`src/fcs_pkg.sv`:
```
`default_nettype none
package fcs_pkg;
  // register byte offsets on the APB side
  localparam logic [7:0] OFS_CTRL1 = 8'h00;
  localparam logic [7:0] OFS_CTRL2 = 8'h04;
  localparam logic [7:0] OFS_STATUS = 8'h08;
  localparam logic [3:0] WIN_RXBUF = 4'h1;
  localparam logic [3:0] WIN_TXBUF = 4'h2;

  // port_control_one fields
  localparam int C1_ENABLE = 0;
  localparam int C1_FS_DIR = 1;
  localparam int C1_IDLE_MODE = 2;
  localparam int C1_MODE_LSB = 4;
  localparam int C1_DIV_LSB = 16;
  localparam int DIV_W = 12;
  localparam logic [31:0] C1_MASK = 32'h0FFF_0037;
  localparam logic [31:0] C1_RESET = 32'h0000_0000;

  // port_control_two fields
  localparam int C2_CLK_DIR = 0;
  localparam int C2_EDGE = 1;
  localparam int C2_WS_LSB = 4;
  localparam int C2_FL_LSB = 8;
  localparam logic [31:0] C2_MASK = 32'h0000_0FF3;
  localparam logic [31:0] C2_RESET = 32'h0000_00F0;

  // frame_sync_mode_field encodings
  localparam logic [1:0] MODE_MC = 2'h0;
  localparam logic [1:0] MODE_I2S = 2'h1;
  localparam logic [1:0] MODE_AC16 = 2'h2;
  localparam logic [1:0] MODE_AC20 = 2'h3;

  // fixed link geometry
  localparam logic [7:0] AC_FRAME_LAST = 8'hFF;
  localparam logic [7:0] AC_SYNC_LAST = 8'h0E;
  localparam logic [4:0] AC_TAG_LAST = 5'h0F;
  localparam logic [4:0] AC20_SLOT_LAST = 5'h13;
  localparam logic [4:0] WORD_LAST_MAX = 5'h0F;

  // synchroniser lanes
  localparam int SY_BCLK = 0;
  localparam int SY_FS = 1;
  localparam int SY_SDI = 2;

  typedef enum logic [1:0] {ST_IDLE, ST_ARMED, ST_RUN} fcs_state_e;
endpackage : fcs_pkg
`default_nettype wire

```
`src/fcs_codec_port.sv`:
```
// Behaviour
// - bit clock pin is driven out or taken in, per bit_clock_direction.
// - external bit clock means the internal divider is ignored.
// - data out drives only data bits; idle bits driven low or released.
// - frame_sync_direction clear makes us sync master, set makes us slave.
// - short received words stored left justified, low bits zero.
// - one 16-bit shift register, most significant bit first.
// - one 2-bit index, prefixed 0 for receive and 1 for transmit.
// - clearing port_enable resets counters and stops the port.
// - while enabled the port owns direction and value of its pins.
// - bit clock generator may drive its pin without port enable.
// - word_size_field holds word length minus one, 5-bit bit counter.
// - 4-bit frame counter steps on word wrap; frame up to 256 bits.
// - link modes ignore size fields; frame is 256 bit clocks.
// - two-bit mode field selects multi-channel, I2S, link16, link20.
// - master starts a new frame sync one bit clock before frame counter wraps.
// - master multi-channel sync is one bit clock high per frame.
// - master link sync is high 16 bit clocks, low 240.
// - master I2S sync has 50% duty; each edge marks a word.
// - slave multi-channel frame starts one bit after sync seen high.
// - slave I2S word starts one bit after either sync edge.
// - slave link frame starts one bit after sync seen high.
// - slave finishes the whole frame (in I2S the word), ignoring sync until its end.
// - data sampled on falling edge unless sample_edge_select is set.
//
// Decided for this implementation: the APB register port and the register offsets.
`timescale 1ns/100ps
`default_nettype none
module fcs_codec_port (
  input wire logic REF_CLK,
  input wire logic SYS_RST,
  input wire logic PSEL,
  input wire logic PENABLE,
  input wire logic PWRITE,
  input wire logic [7:0] PADDR,
  input wire logic [31:0] PWDATA,
  output logic [31:0] PRDATA,
  output logic PREADY,
  output logic PSLVERR,
  input wire logic SERIAL_BIT_CLOCK_IN,
  output logic SERIAL_BIT_CLOCK_OUT,
  output logic SERIAL_BIT_CLOCK_OE,
  input wire logic FRAME_SYNC_PIN_IN,
  output logic FRAME_SYNC_PIN_OUT,
  output logic FRAME_SYNC_PIN_OE,
  input wire logic SERIAL_DATA_IN,
  output logic SERIAL_DATA_OUT,
  output logic SERIAL_DATA_OUT_OE
);
  logic [31:0] port_control_one;
  logic [31:0] port_control_two;
  logic [15:0] buf_mem [8];
  logic [2:0] sy1, sy2, sy3, flt;
  logic [fcs_pkg::DIV_W-1:0] div_cnt;
  logic bclk_gen;
  logic [7:0] fbit;
  logic [4:0] bit_cnt;
  logic [3:0] word_cnt;
  logic [1:0] buf_idx;
  logic [15:0] shifter;
  logic fs_prev;
  fcs_pkg::fcs_state_e st, next_st;
  logic [7:0] next_fbit;
  logic [4:0] next_bit;
  logic [3:0] next_word;

  // control fields
  wire port_enable = port_control_one[fcs_pkg::C1_ENABLE];
  wire frame_sync_direction = port_control_one[fcs_pkg::C1_FS_DIR];
  wire idle_output_mode = port_control_one[fcs_pkg::C1_IDLE_MODE];
  wire [1:0] frame_sync_mode_field =
    port_control_one[fcs_pkg::C1_MODE_LSB +: 2];
  wire [fcs_pkg::DIV_W-1:0] bit_clock_divider =
    port_control_one[fcs_pkg::C1_DIV_LSB +: fcs_pkg::DIV_W];
  wire bit_clock_direction = port_control_two[fcs_pkg::C2_CLK_DIR];
  wire sample_edge_select = port_control_two[fcs_pkg::C2_EDGE];
  wire [3:0] word_size_field = port_control_two[fcs_pkg::C2_WS_LSB +: 4];
  wire [3:0] frame_length_counter =
    port_control_two[fcs_pkg::C2_FL_LSB +: 4];

  // pin synchronisers: a change counts once stages two and three agree
  wire [2:0] pin_raw = {SERIAL_DATA_IN, FRAME_SYNC_PIN_IN,
                        SERIAL_BIT_CLOCK_IN};
  generate
    for (genvar g = 0; g < 3; g++) begin : g_sync
      always_ff @(posedge REF_CLK) begin
        if (SYS_RST) begin
          sy1[g] <= 1'b0;
          sy2[g] <= 1'b0;
          sy3[g] <= 1'b0;
          flt[g] <= 1'b0;
        end else begin
          sy1[g] <= pin_raw[g];
          sy2[g] <= sy1[g];
          sy3[g] <= sy2[g];
          if (sy2[g] == sy3[g]) flt[g] <= sy3[g];
        end
      end
    end
  endgenerate

  // bit clock generator: period is 2*(divider+1) reference clocks
  wire gen_on = !bit_clock_direction && (bit_clock_divider != '0);
  wire gen_tgl = gen_on && (div_cnt == bit_clock_divider);
  // the generator keeps running while the port is off, so a codec can be
  // clocked before the port is enabled
  always_ff @(posedge REF_CLK) begin
    if (SYS_RST || !gen_on) begin
      div_cnt <= '0;
      bclk_gen <= 1'b0;
    end else if (gen_tgl) begin
      div_cnt <= '0;
      bclk_gen <= !bclk_gen;
    end else begin
      div_cnt <= div_cnt + {{(fcs_pkg::DIV_W - 1){1'b0}}, 1'b1};
    end
  end

  // bit clock events, from the generator or from the pin
  wire ext_chg = (sy2[fcs_pkg::SY_BCLK] == sy3[fcs_pkg::SY_BCLK]) &&
                 (sy3[fcs_pkg::SY_BCLK] != flt[fcs_pkg::SY_BCLK]);
  wire clk_rise = bit_clock_direction ?
                  (ext_chg && sy3[fcs_pkg::SY_BCLK]) : (gen_tgl && !bclk_gen);
  wire clk_fall = bit_clock_direction ?
                  (ext_chg && !sy3[fcs_pkg::SY_BCLK]) : (gen_tgl && bclk_gen);
  wire samp = port_enable && (sample_edge_select ? clk_rise : clk_fall);
  wire tick = port_enable && (sample_edge_select ? clk_fall : clk_rise);

  // frame geometry
  wire is_link = frame_sync_mode_field[1];
  wire is_i2s = frame_sync_mode_field == fcs_pkg::MODE_I2S;
  wire [8:0] flen = ({5'h0, word_size_field} + 9'h001) *
                    ({5'h0, frame_length_counter} + 9'h001);
  wire [7:0] flast = is_link ? fcs_pkg::AC_FRAME_LAST :
                     8'(flen - 9'h001);
  wire [4:0] wlast =
    (frame_sync_mode_field == fcs_pkg::MODE_AC20 && word_cnt != 4'h0) ?
    fcs_pkg::AC20_SLOT_LAST :
    (is_link ? fcs_pkg::AC_TAG_LAST : {1'b0, word_size_field});
  wire [4:0] dlast = (wlast > fcs_pkg::WORD_LAST_MAX) ?
                     fcs_pkg::WORD_LAST_MAX : wlast;
  wire at_fend = fbit == flast;
  wire at_wend = bit_cnt == wlast;

  // slave sync acceptance
  wire fs_cur = flt[fcs_pkg::SY_FS];
  wire fs_hit = is_i2s ? (fs_cur != fs_prev) : fs_cur;
  wire may_sync = (st == fcs_pkg::ST_IDLE) ||
                  (st == fcs_pkg::ST_RUN && (is_i2s ? at_wend : at_fend));
  wire take_sync = samp && frame_sync_direction && fs_hit && may_sync;
  wire running = port_enable &&
                 (!frame_sync_direction || st == fcs_pkg::ST_RUN);
  wire restart = frame_sync_direction ? (st == fcs_pkg::ST_ARMED) :
                 at_fend;
  wire will_run = frame_sync_direction ?
                  (st == fcs_pkg::ST_ARMED ||
                   (st == fcs_pkg::ST_RUN && !at_fend)) : port_enable;

  // a slave in idle lets the counters run on ticks; arming zeroes them,
  // so a stale count never reaches a frame
  always_comb begin
    next_fbit = fbit + 8'h01;
    next_bit = bit_cnt + 5'h01;
    next_word = word_cnt;
    if (restart) begin
      next_fbit = 8'h00;
      next_bit = 5'h00;
      next_word = 4'h0;
    end else if (at_wend) begin
      next_bit = 5'h00;
      next_word = word_cnt + 4'h1;
    end
  end

  always_comb begin
    next_st = st;
    if (take_sync) begin
      next_st = fcs_pkg::ST_ARMED;
    end else if (tick) begin
      if (st == fcs_pkg::ST_ARMED) next_st = fcs_pkg::ST_RUN;
      else if (st == fcs_pkg::ST_RUN && at_fend) next_st = fcs_pkg::ST_IDLE;
    end
  end

  // master frame sync shape, looked one bit ahead so the codec sees the
  // sync one bit clock before the first data bit
  wire [7:0] look = (next_fbit == flast) ? 8'h00 : next_fbit + 8'h01;
  wire fs_mc = next_fbit == flast;
  // high on the last bit of a frame and on bits 0 to 14: sixteen in all
  wire fs_link = (next_fbit == flast) ||
                 (next_fbit <= fcs_pkg::AC_SYNC_LAST);
  wire fs_i2s = look >= flen[8:1];
  wire next_fs = is_link ? fs_link : (is_i2s ? fs_i2s : fs_mc);

  // data path
  wire tx_load = will_run && next_bit == 5'h00;
  wire drive_next = will_run && next_bit <= fcs_pkg::WORD_LAST_MAX;
  wire [15:0] tx_word = buf_mem[{1'b1, buf_idx}];
  wire [15:0] shift_in = {shifter[14:0], flt[fcs_pkg::SY_SDI]};
  wire rx_bit = samp && running && bit_cnt <= dlast;
  wire rx_we = rx_bit && bit_cnt == dlast;
  wire [15:0] rx_word = shift_in << (4'hF - dlast[3:0]);

  always_ff @(posedge REF_CLK) begin
    if (SYS_RST || !port_enable) begin
      fbit <= 8'h00;
      bit_cnt <= 5'h00;
      word_cnt <= 4'h0;
      buf_idx <= 2'h0;
      shifter <= 16'h0000;
      fs_prev <= 1'b0;
      st <= fcs_pkg::ST_IDLE;
    end else begin
      st <= next_st;
      if (samp) fs_prev <= fs_cur;
      if (tick) begin
        fbit <= next_fbit;
        bit_cnt <= next_bit;
        word_cnt <= next_word;
        if (tx_load) shifter <= tx_word;
      end
      if (rx_bit) shifter <= shift_in;
      if (rx_we) buf_idx <= buf_idx + 2'h1;
    end
  end

  // pin drivers
  always_ff @(posedge REF_CLK) begin
    if (SYS_RST || !port_enable) begin
      FRAME_SYNC_PIN_OUT <= 1'b0;
      SERIAL_DATA_OUT <= 1'b0;
      SERIAL_DATA_OUT_OE <= 1'b0;
    end else if (tick) begin
      if (!frame_sync_direction) FRAME_SYNC_PIN_OUT <= next_fs;
      SERIAL_DATA_OUT <= drive_next &&
                         (tx_load ? tx_word[15] : shifter[15]);
      SERIAL_DATA_OUT_OE <= drive_next || !idle_output_mode;
    end
  end

  always_ff @(posedge REF_CLK) begin
    if (SYS_RST) begin
      SERIAL_BIT_CLOCK_OUT <= 1'b0;
      SERIAL_BIT_CLOCK_OE <= 1'b0;
      FRAME_SYNC_PIN_OE <= 1'b0;
    end else begin
      SERIAL_BIT_CLOCK_OUT <= bclk_gen;
      SERIAL_BIT_CLOCK_OE <= gen_on;
      FRAME_SYNC_PIN_OE <= port_enable && !frame_sync_direction;
    end
  end

  // APB slave: no wait states, answer registered in the setup cycle
  wire apb_setup = PSEL && !PENABLE;
  wire apb_wr = PSEL && PENABLE && PREADY && PWRITE && !PSLVERR;
  wire hit_c1 = PADDR == fcs_pkg::OFS_CTRL1;
  wire hit_c2 = PADDR == fcs_pkg::OFS_CTRL2;
  wire hit_st = PADDR == fcs_pkg::OFS_STATUS;
  wire hit_rx = PADDR[7:4] == fcs_pkg::WIN_RXBUF && PADDR[1:0] == 2'h0;
  wire hit_tx = PADDR[7:4] == fcs_pkg::WIN_TXBUF && PADDR[1:0] == 2'h0;
  wire addr_ok = hit_c1 || hit_c2 || hit_st || hit_rx || hit_tx;
  wire [31:0] status_word = {12'h000, word_cnt, fbit, 3'h0, running,
                             2'h0, buf_idx};
  wire [31:0] rd_val =
    hit_c1 ? port_control_one :
    hit_c2 ? port_control_two :
    hit_st ? status_word :
    hit_rx ? {16'h0000, buf_mem[{1'b0, PADDR[3:2]}]} :
    hit_tx ? {16'h0000, buf_mem[{1'b1, PADDR[3:2]}]} : 32'h0000_0000;

  always_ff @(posedge REF_CLK) begin
    if (SYS_RST) begin
      PREADY <= 1'b0;
      PRDATA <= 32'h0000_0000;
      PSLVERR <= 1'b0;
    end else begin
      PREADY <= apb_setup;
      PRDATA <= (apb_setup && !PWRITE && addr_ok) ? rd_val : 32'h0000_0000;
      PSLVERR <= apb_setup && !addr_ok;
    end
  end

  always_ff @(posedge REF_CLK) begin
    if (SYS_RST) begin
      port_control_one <= fcs_pkg::C1_RESET;
      port_control_two <= fcs_pkg::C2_RESET;
    end else if (apb_wr) begin
      if (hit_c1) port_control_one <= PWDATA & fcs_pkg::C1_MASK;
      if (hit_c2) port_control_two <= PWDATA & fcs_pkg::C2_MASK;
    end
  end

  // receive half written by the engine, transmit half by software only
  always_ff @(posedge REF_CLK) begin
    if (SYS_RST) begin
      for (int i = 0; i < 8; i++) buf_mem[i] <= 16'h0000;
    end else begin
      if (rx_we && port_enable) buf_mem[{1'b0, buf_idx}] <= rx_word;
      if (apb_wr && hit_tx) buf_mem[{1'b1, PADDR[3:2]}] <= PWDATA[15:0];
    end
  end
endmodule : fcs_codec_port
`default_nettype wire

```
`config.mk`:
```
export PLATFORM = sky130hd
export DESIGN_NAME = fcs_codec_port
export DESIGN_NICKNAME = d
export VERILOG_FILES = /design/src/fcs_pkg.sv /design/src/fcs_codec_port.sv
export SDC_FILE = /design/constraint.sdc
export NUM_CORES = 1
export LEC_CHECK = 0
export ABC_CLOCK_PERIOD_IN_PS = 16900
export BUFFER_PORTS_ARGS = -buffer_cell sky130_fd_sc_hd__buf_2
export CAP_MARGIN = 20
export CORE_MARGIN = 5
export CORE_UTILIZATION = 37
export CTS_CLUSTER_SIZE = 8
export DETAILED_ROUTE_END_ITERATION = 8
export SLEW_MARGIN = 20
export SYNTH_ARGS = -nofsm -noshare
export SYNTH_HDL_FRONTEND = slang
export SYNTH_SLANG_ARGS = --single-unit
```
`constraint.sdc`:
```
create_clock -name REF_CLK -period 16.9 [get_ports REF_CLK]
set_input_delay 2.535 -clock REF_CLK [delete_from_list [all_inputs] [get_ports REF_CLK]]
set_output_delay 2.535 -clock REF_CLK [all_outputs]
set_load 0.01 [all_outputs]
```
==> results of run 1 <==
==> cells by family after synthesis <==
family          count (synthesis)  synth area share
other cells                     2          0.000543
buf+inv                       112            0.0325
compound gates                213             0.101
simple gates                  524             0.189
mux                           100             0.117
xor+xnor                       69            0.0452
fa+ha+maj                      52            0.0514
flops                         256             0.463
==> worst max path at each step <==
| stage | startpoint | to |
|---|---|---|
| 5_1_grt | port_control_two[8]$_SDFFE_PP0P_ | FRAME_SYNC_PIN_OUT$_SDFFE_PP0P_ |
| 3_5_place_dp | port_control_two[8]$_SDFFE_PP0P_ | FRAME_SYNC_PIN_OUT$_SDFFE_PP0P_ |
| 4_1_cts | port_control_two[8]$_SDFFE_PP0P_ | FRAME_SYNC_PIN_OUT$_SDFFE_PP0P_ |
| 3_3_place_gp | port_control_two[8]$_SDFFE_PP0P_ | FRAME_SYNC_PIN_OUT$_SDFFE_PP0P_ |
| 2_1_floorplan | port_control_two[8]$_SDFFE_PP0P_ | FRAME_SYNC_PIN_OUT$_SDFFE_PP0P_ |
| 6_report | port_control_two[8]$_SDFFE_PP0P_ | FRAME_SYNC_PIN_OUT$_SDFFE_PP0P_ |
==> state kept, by name, summed over array words and instances (netlist names), 2 cells and up, named ones only <==
name / count
PRDATA: 28
bit_cnt: 5
buf_idx: 2
buf_mem: 128
div_cnt: 12
fbit: 8
flt: 2
port_control_one: 17
port_control_two: 10
shifter: 16
st: 2
sy1: 3
sy2: 3
sy3: 3
word_cnt: 4
==> through the flow <==
step	hold WS, ps	power, mW	util	cells
after floorplan	414	0.705	-	1331
after global placement	434	0.726	0.399	1819
after detailed placement	428	0.727	0.399	1820
after CTS	426	1.41	0.428	1880
after global routing	448	1.44	0.428	1880
final	432	1.40	0.428	1882
==> cells in the final DEF (no fill, tap or decap), types with 5 or more instances in the layout <==
| cell | instances |
|---|---|
| fa_1 | 8 |
| or2_2 | 16 |
| mux4_2 | 49 |
| nand3b_1 | 6 |
| nor2_1 | 152 |
| nor2b_1 | 23 |
| clkbuf_1 | 19 |
| clkbuf_16 | 38 |
| nand4_1 | 9 |
| buf_2 | 79 |
| nand3_1 | 20 |
| conb_1 | 5 |
| nor4_1 | 11 |
| or4_1 | 5 |
| nand2b_1 | 14 |
| inv_1 | 32 |
| nor3_1 | 26 |
| a22o_1 | 5 |
| xnor2_1 | 33 |
| o21ai_1 | 11 |
| mux2i_1 | 50 |
| a22oi_1 | 16 |
| and3_1 | 22 |
| and2_1 | 82 |
| a211o_1 | 7 |
| or3_1 | 6 |
| ha_1 | 44 |
| o21ai_0 | 37 |
| xor2_1 | 34 |
| buf_4 | 22 |
| dfxtp_1 | 128 |
| a211oi_1 | 11 |
| a21oi_1 | 71 |
| nand2_1 | 109 |
| a31oi_1 | 9 |
| edfxtp_1 | 128 |
==> cell usage after synthesis (7+ instances only) <==
cell type  instances  area [µm²]
nor2_1           153         574
dfxtp_1          128        2560
edfxtp_1         128        3840
nand2_1          109         409
and2_1            82         513
a21oi_1           71         355
clkbuf_1          66         248
mux2i_1           50         500
mux4_2            49        1100
ha_1              44         551
o21ai_0           37         185
xor2_1            34         298
xnor2_1           33         289
inv_1             32         120
nor3_1            27         135
nor2b_1           23         144
and3_1            22         138
nand3_1           20         100
a22oi_1           16         120
or2_2             16         100
nand2b_1          14        87.6
nor4_1            12        75.1
a211oi_1          11        82.6
o21ai_1           11        55.1
a31oi_1            9        56.3
nand4_1            9        56.3
fa_1               8         160
a211o_1            7        61.3
==> layer usage <==
metal	vias to the layer above	global-route usage	share of wire
li1	4918	-	-
met3	70	0.0388	0.068
met4	0	0.0549	0.030
met1	4927	0.239	0.44
met2	332	0.287	0.47
met5	-	0	0
==> report_power, final <==
group	leakage [nW]	switching (mW)	internal (mW)	total, mW
sequential	2.33	0.00418	0.664	0.669
combinational	2.93	0.0274	0.0180	0.0454
clock	0.505	0.266	0.417	0.683
total	5.76	0.297	1.10	1.40
==> worst register-to-register path: cells and delay by family, from the launching register on <==
kind,cells,cell delay (ps)
compound gates,11,2360
simple gates,7,1550
xor+xnor,2,570
fa+ha+maj,6,2450
flops,1,590
buf+inv,1,50
==> area by class of cell <==
| cell class | instances | area share |
|---|---|---|
| flip-flops and latches | 256 | 0.407 |
| clock inverters | 2 | 0.00151 |
| multi-input cells | 963 | 0.445 |
| clock buffers | 58 | 0.0658 |
| repair buffers | 101 | 0.0356 |
| diodes | 2 | 0.000318 |
| well taps | 468 | 0.0372 |
| inverters | 32 | 0.00763 |
==> impl_results.md, run 1 <==
* Crit path max-delay family: adder cells
* CTS Hold Bufs at 0
* YS warnings at 0
* Pwr Density at around 89 mW/mm²
* Type of the worst min-delay path: register to register
* Outcome: finished clean
* Drt first pass iters at 6
* RSZ-0062 raised after global routing: no
* Root buffer selected by CTS: clkbuf_16
* Post-CTS Setup Inserts at 0
* R2R Path End: FRAME_SYNC_PIN_OUT$_SDFFE_PP0P_
* Min-delay src: sy1[2]$_SDFF_PP0_
* Crit. End Element: register
* Sequential area share after synthesis at 0.463
* Via count at 10247
* Core area at 0.0368 mm²
* Layout area overhead at 13.9%
* FFs w/ async S/R, synth at 0
* Final HPWL DP at 26300 µm
* GRT overflow at 0
* Post-synth EDFFs at about 130
* CTS H-Tree Depth at 2
* Worst setup path class: register to register
* FF-to-FF setup slack at 9220 ps
* Setup ws final at 9220 ps
* Ys flop type: edfxtp_1
* Syn Area/Cell at 10.4 µm²
* Reg-to-Reg Start: port_control_two[8]$_SDFFE_PP0P_
* Worst hold stages at 1
* DRC at 0
* Setup TNS at 0 ps
* Final #Nets at 1492
* GP Congestion at ~0.89
* Post-route cell area at 0.0157 mm²
* Layout cells sized above 1 at 0.162
* Leakage Power at 5.76 nW
* Post-DP Area at 0.0147 mm²
* Total wire length at 37400 µm
* Slew Limit Fails at 0
* F_max at approximately 130 MHz
* Yosys reg bits at 256
* Starting DRT DRC Count at 883
* Die Y-Extent at 203 µm
* GRT Total Usage at 0.177
* Vias in the first global route at 10067
* Max Root-Sink Buffers at 3
* Worst-Margin Slew at 1100 ps
* Clk_skew at 21.5 ps
* Area of the multi-input gates at between 0.007 and 0.008 mm²
* Total CTS buffers at 38
* Starting Density at 0.376
* Slew HR at 0.265
* Crit path largest cell delay at 590 ps
* Clk sinks at 256
* Post_cts resized at 0
* Wire length per cell at 19.9 µm
* Later-pin clock latency in the skew report at 510 ps
* VDD IR max at between 0.05 and 0.06 mV
* Initial antenna violation count at 1
* Post-synth cell types at 76
* Startpoint Class: register
* Die ar. at roughly 0.041 mm²
* Final worst path period share at 0.455
* Number of fill cells at 3530
* Pin count of the biggest net entering global routing at 55
* Worst-path fanout max at 12
* CP max-delay cell: dfxtp_1
* Final ANT Viol Nets at 0
* Syn Std Cell Area at roughly 0.014 mm²
* Die W at 203 µm
* Global-route wire length before repair at 58000 µm
* Period minus WS final at between 7000 and 8000 ps
* Endpoint of the worst hold path: sy2[2]$_SDFF_PP0_
* Fin. Hold Viols at 0
* Crit path depth at 27
* Vias per cell at 5.44
* Row cnt at 70
* Req. time, crit path at 17270 ps
* Finish-stage setup viols at 0
* Reg area at 0.00641 mm²
* WP data arrival at 8060 ps
* Bufs and invs on worst path at 1
* Port Buffers at 79
* Cells after Synth at approximately 1300
* Placement Setup Slack at 9280 ps
* Reg clk slew, reported paths at roughly 50 ps
* # IOs at 88
* Max_cap viols at 0
* R2R cell count at 27
* CTS tree: done
Power figures use the tool's default switching activity.
==> inputs of run 2 (changes only) <==
Settings changed: ABC_CLOCK_PERIOD_IN_PS 16900 to 6850.
Clock period 16.9 ns to 6.85 ns, I/O delays scaled along.
==> impl_results.md, run 2 (synthesized netlist as in run 1, its figures left out) <==
* Outcome: finished clean
* Slew HR at 0.264
* GP Congestion at approximately 0.89
* CTS tree: done
* Most frequent cells in the layout: 151 x nor2_1, 128 x edfxtp_1, 127 x dfxtp_1, 109 x nand2_1, 82 x and2_1
* Period minus WS final at 6580 ps
* Non-Filler Instances at 1903
* Reg clk slew, reported paths at around 50 ps
* VDD IR max at roughly 0.15 mV
* Starting DRT DRC Count at 873
* Die ar. at ~0.041 mm²
* Global-route wire length before repair at 59700 µm
* Final worst path period share at 0.960
* Worst-path fanout max at 11
* Max Root-Sink Buffers at 3
* Drt first pass iters at 5
* Most common cell after layout, fill and taps aside: nor2_1
* Setup TNS at 0 ps
* Req. time, crit path at 7250 ps
* GRT Total Usage at 0.183
* Root buffer selected by CTS: clkbuf_16
* Worst hold stages at 1
* Max_cap viols at 0
* F_max at approximately 150 MHz
* DRC at 0
* Layout cells sized above 1 at 0.189
* Wire length per cell at 20.3 µm
* Leakage Power at 5.89 nW
* Top Registers: buf_mem x128, PRDATA x28, port_control_one x17
* Worst setup path class: register to register
* Max reg flops at 128
* Final HPWL DP at 27200 µm
* Pin count of the biggest net entering global routing at 54
* Startpoint Class: register
* Starting Density at 0.376
* Top cell by count, worst path: ha_1
* Fin. Hold Viols at 0
* Final total power at 3.49 mW
* Port Buffers at 79
* Final ANT Viol Nets at 0
* Die Y-Extent at roughly 200 µm
* R2R cell count at 27
* Clk_skew at roughly 16 ps
* Type of the worst min-delay path: register to register
* Pwr Density at 218 mW/mm²
* CTS H-Tree Depth at 2
* # IOs at a little under 90
* Worst-Margin Slew at about 1100 ps
* Crit path largest cell delay at 580 ps
* WP data arrival at 6970 ps
* Number of fill cells at 3561
* Final #Nets at 1512
* Layout area overhead at 16.0%
* Core area at 0.0368 mm²
* CTS Hold Bufs at 0
* Via count at 10348
* Finish-stage setup viols at 0
* Total wire length at 38600 µm
* Row cnt at 70
* Most flops, register: buf_mem
* Vias per cell at 5.44
* Die W at roughly 200 µm
* Later-pin clock latency in the skew report at 530 ps
* Crit. End Element: register
* Placed cell count at about 1800
* Worst hold margin at 436 ps
* Slew Limit Fails at 0
* N_diodes at 0
* GRT overflow at 0
* CP max-delay cell: fa_1
* Clk sinks at 256
* Vias in the first global route at 10273
* Total CTS buffers at 38
* Final core occ at 0.436
* Initial antenna violation count at 0
run 2: cell count changes in the layout (fill, tap and decap cells not counted), sizes merged:
cell | before | now
diode | 2 | 0
clkinvlp | 1 | 0
clkbuf | 58 | 59
inv | 32 | 33
buf | 101 | 121
clkinv | 1 | 3
run 2: worst paths after layout:
check | start | to | slack, ps
min | sy1[2]$_SDFF_PP0_ | sy2[2]$_SDFF_PP0_ | 440
max reg2reg | port_control_two[6]$_SDFFE_PP1P_ | FRAME_SYNC_PIN_OUT$_SDFFE_PP0P_ | 270
max | port_control_two[6]$_SDFFE_PP1P_ | FRAME_SYNC_PIN_OUT$_SDFFE_PP0P_ | 270
min reg2reg | sy1[2]$_SDFF_PP0_ | sy2[2]$_SDFF_PP0_ | 440
run 2: power breakdown:
group,leakage (nW),switching [mW],internal [mW]
sequential,2.33,0.0104,1.64
clock,0.529,0.682,1.04
combinational,3.03,0.0686,0.0444
total,5.89,0.762,2.73
run 2: per-layer routing:
layer / global-route usage / part of all wire / vias up / wire (µm)
met5: 0 / 0 / - / 0
met4: 0.0489 / 0.025 / 0 / 981
met3: 0.0332 / 0.059 / 70 / 2280
met2: 0.297 / 0.46 / 316 / 17900
met1: 0.253 / 0.45 / 5022 / 17400
li1: - / - / 4940 / -
run 2: worst max-delay path: cells and delay by family, from the launching register on:
| kind | cells | cell delay [ps] |
|---|---|---|
| compound gates | 9 | 1380 |
| xor+xnor | 1 | 210 |
| fa+ha+maj | 6 | 2140 |
| buf+inv | 2 | 270 |
| flops | 1 | 380 |
| simple gates | 9 | 2070 |
run 2: final cells by class:
| class | instances | area, µm² | area share |
|---|---|---|---|
| Clock inverter | 4 | 68.8 | 0.00429 |
| Multi-Input combinational cell | 963 | 7100 | 0.443 |
| Tap cell | 468 | 586 | 0.0365 |
| Inverter | 32 | 120 | 0.00749 |
| Timing Repair Buffer | 121 | 711 | 0.0443 |
| Sequential cell | 256 | 6410 | 0.400 |
| Clock buffer | 59 | 1040 | 0.0648 |
run 2: what timing repair did:
item / 4_1_cts / 5_1_grt
endpoints found under the setup margin: 0 / 1
buffers inserted: 0 / 2
resized for setup: 0 / 22
run 2: stage by stage:
step           setup slack [ps]  instance area, µm²
2_1_floorplan               130               13800
3_3_place_gp                117               14800
3_5_place_dp               99.7               14800
4_1_cts                    57.0               15900
5_1_grt                   -58.5               16000
6_report                    274               16000
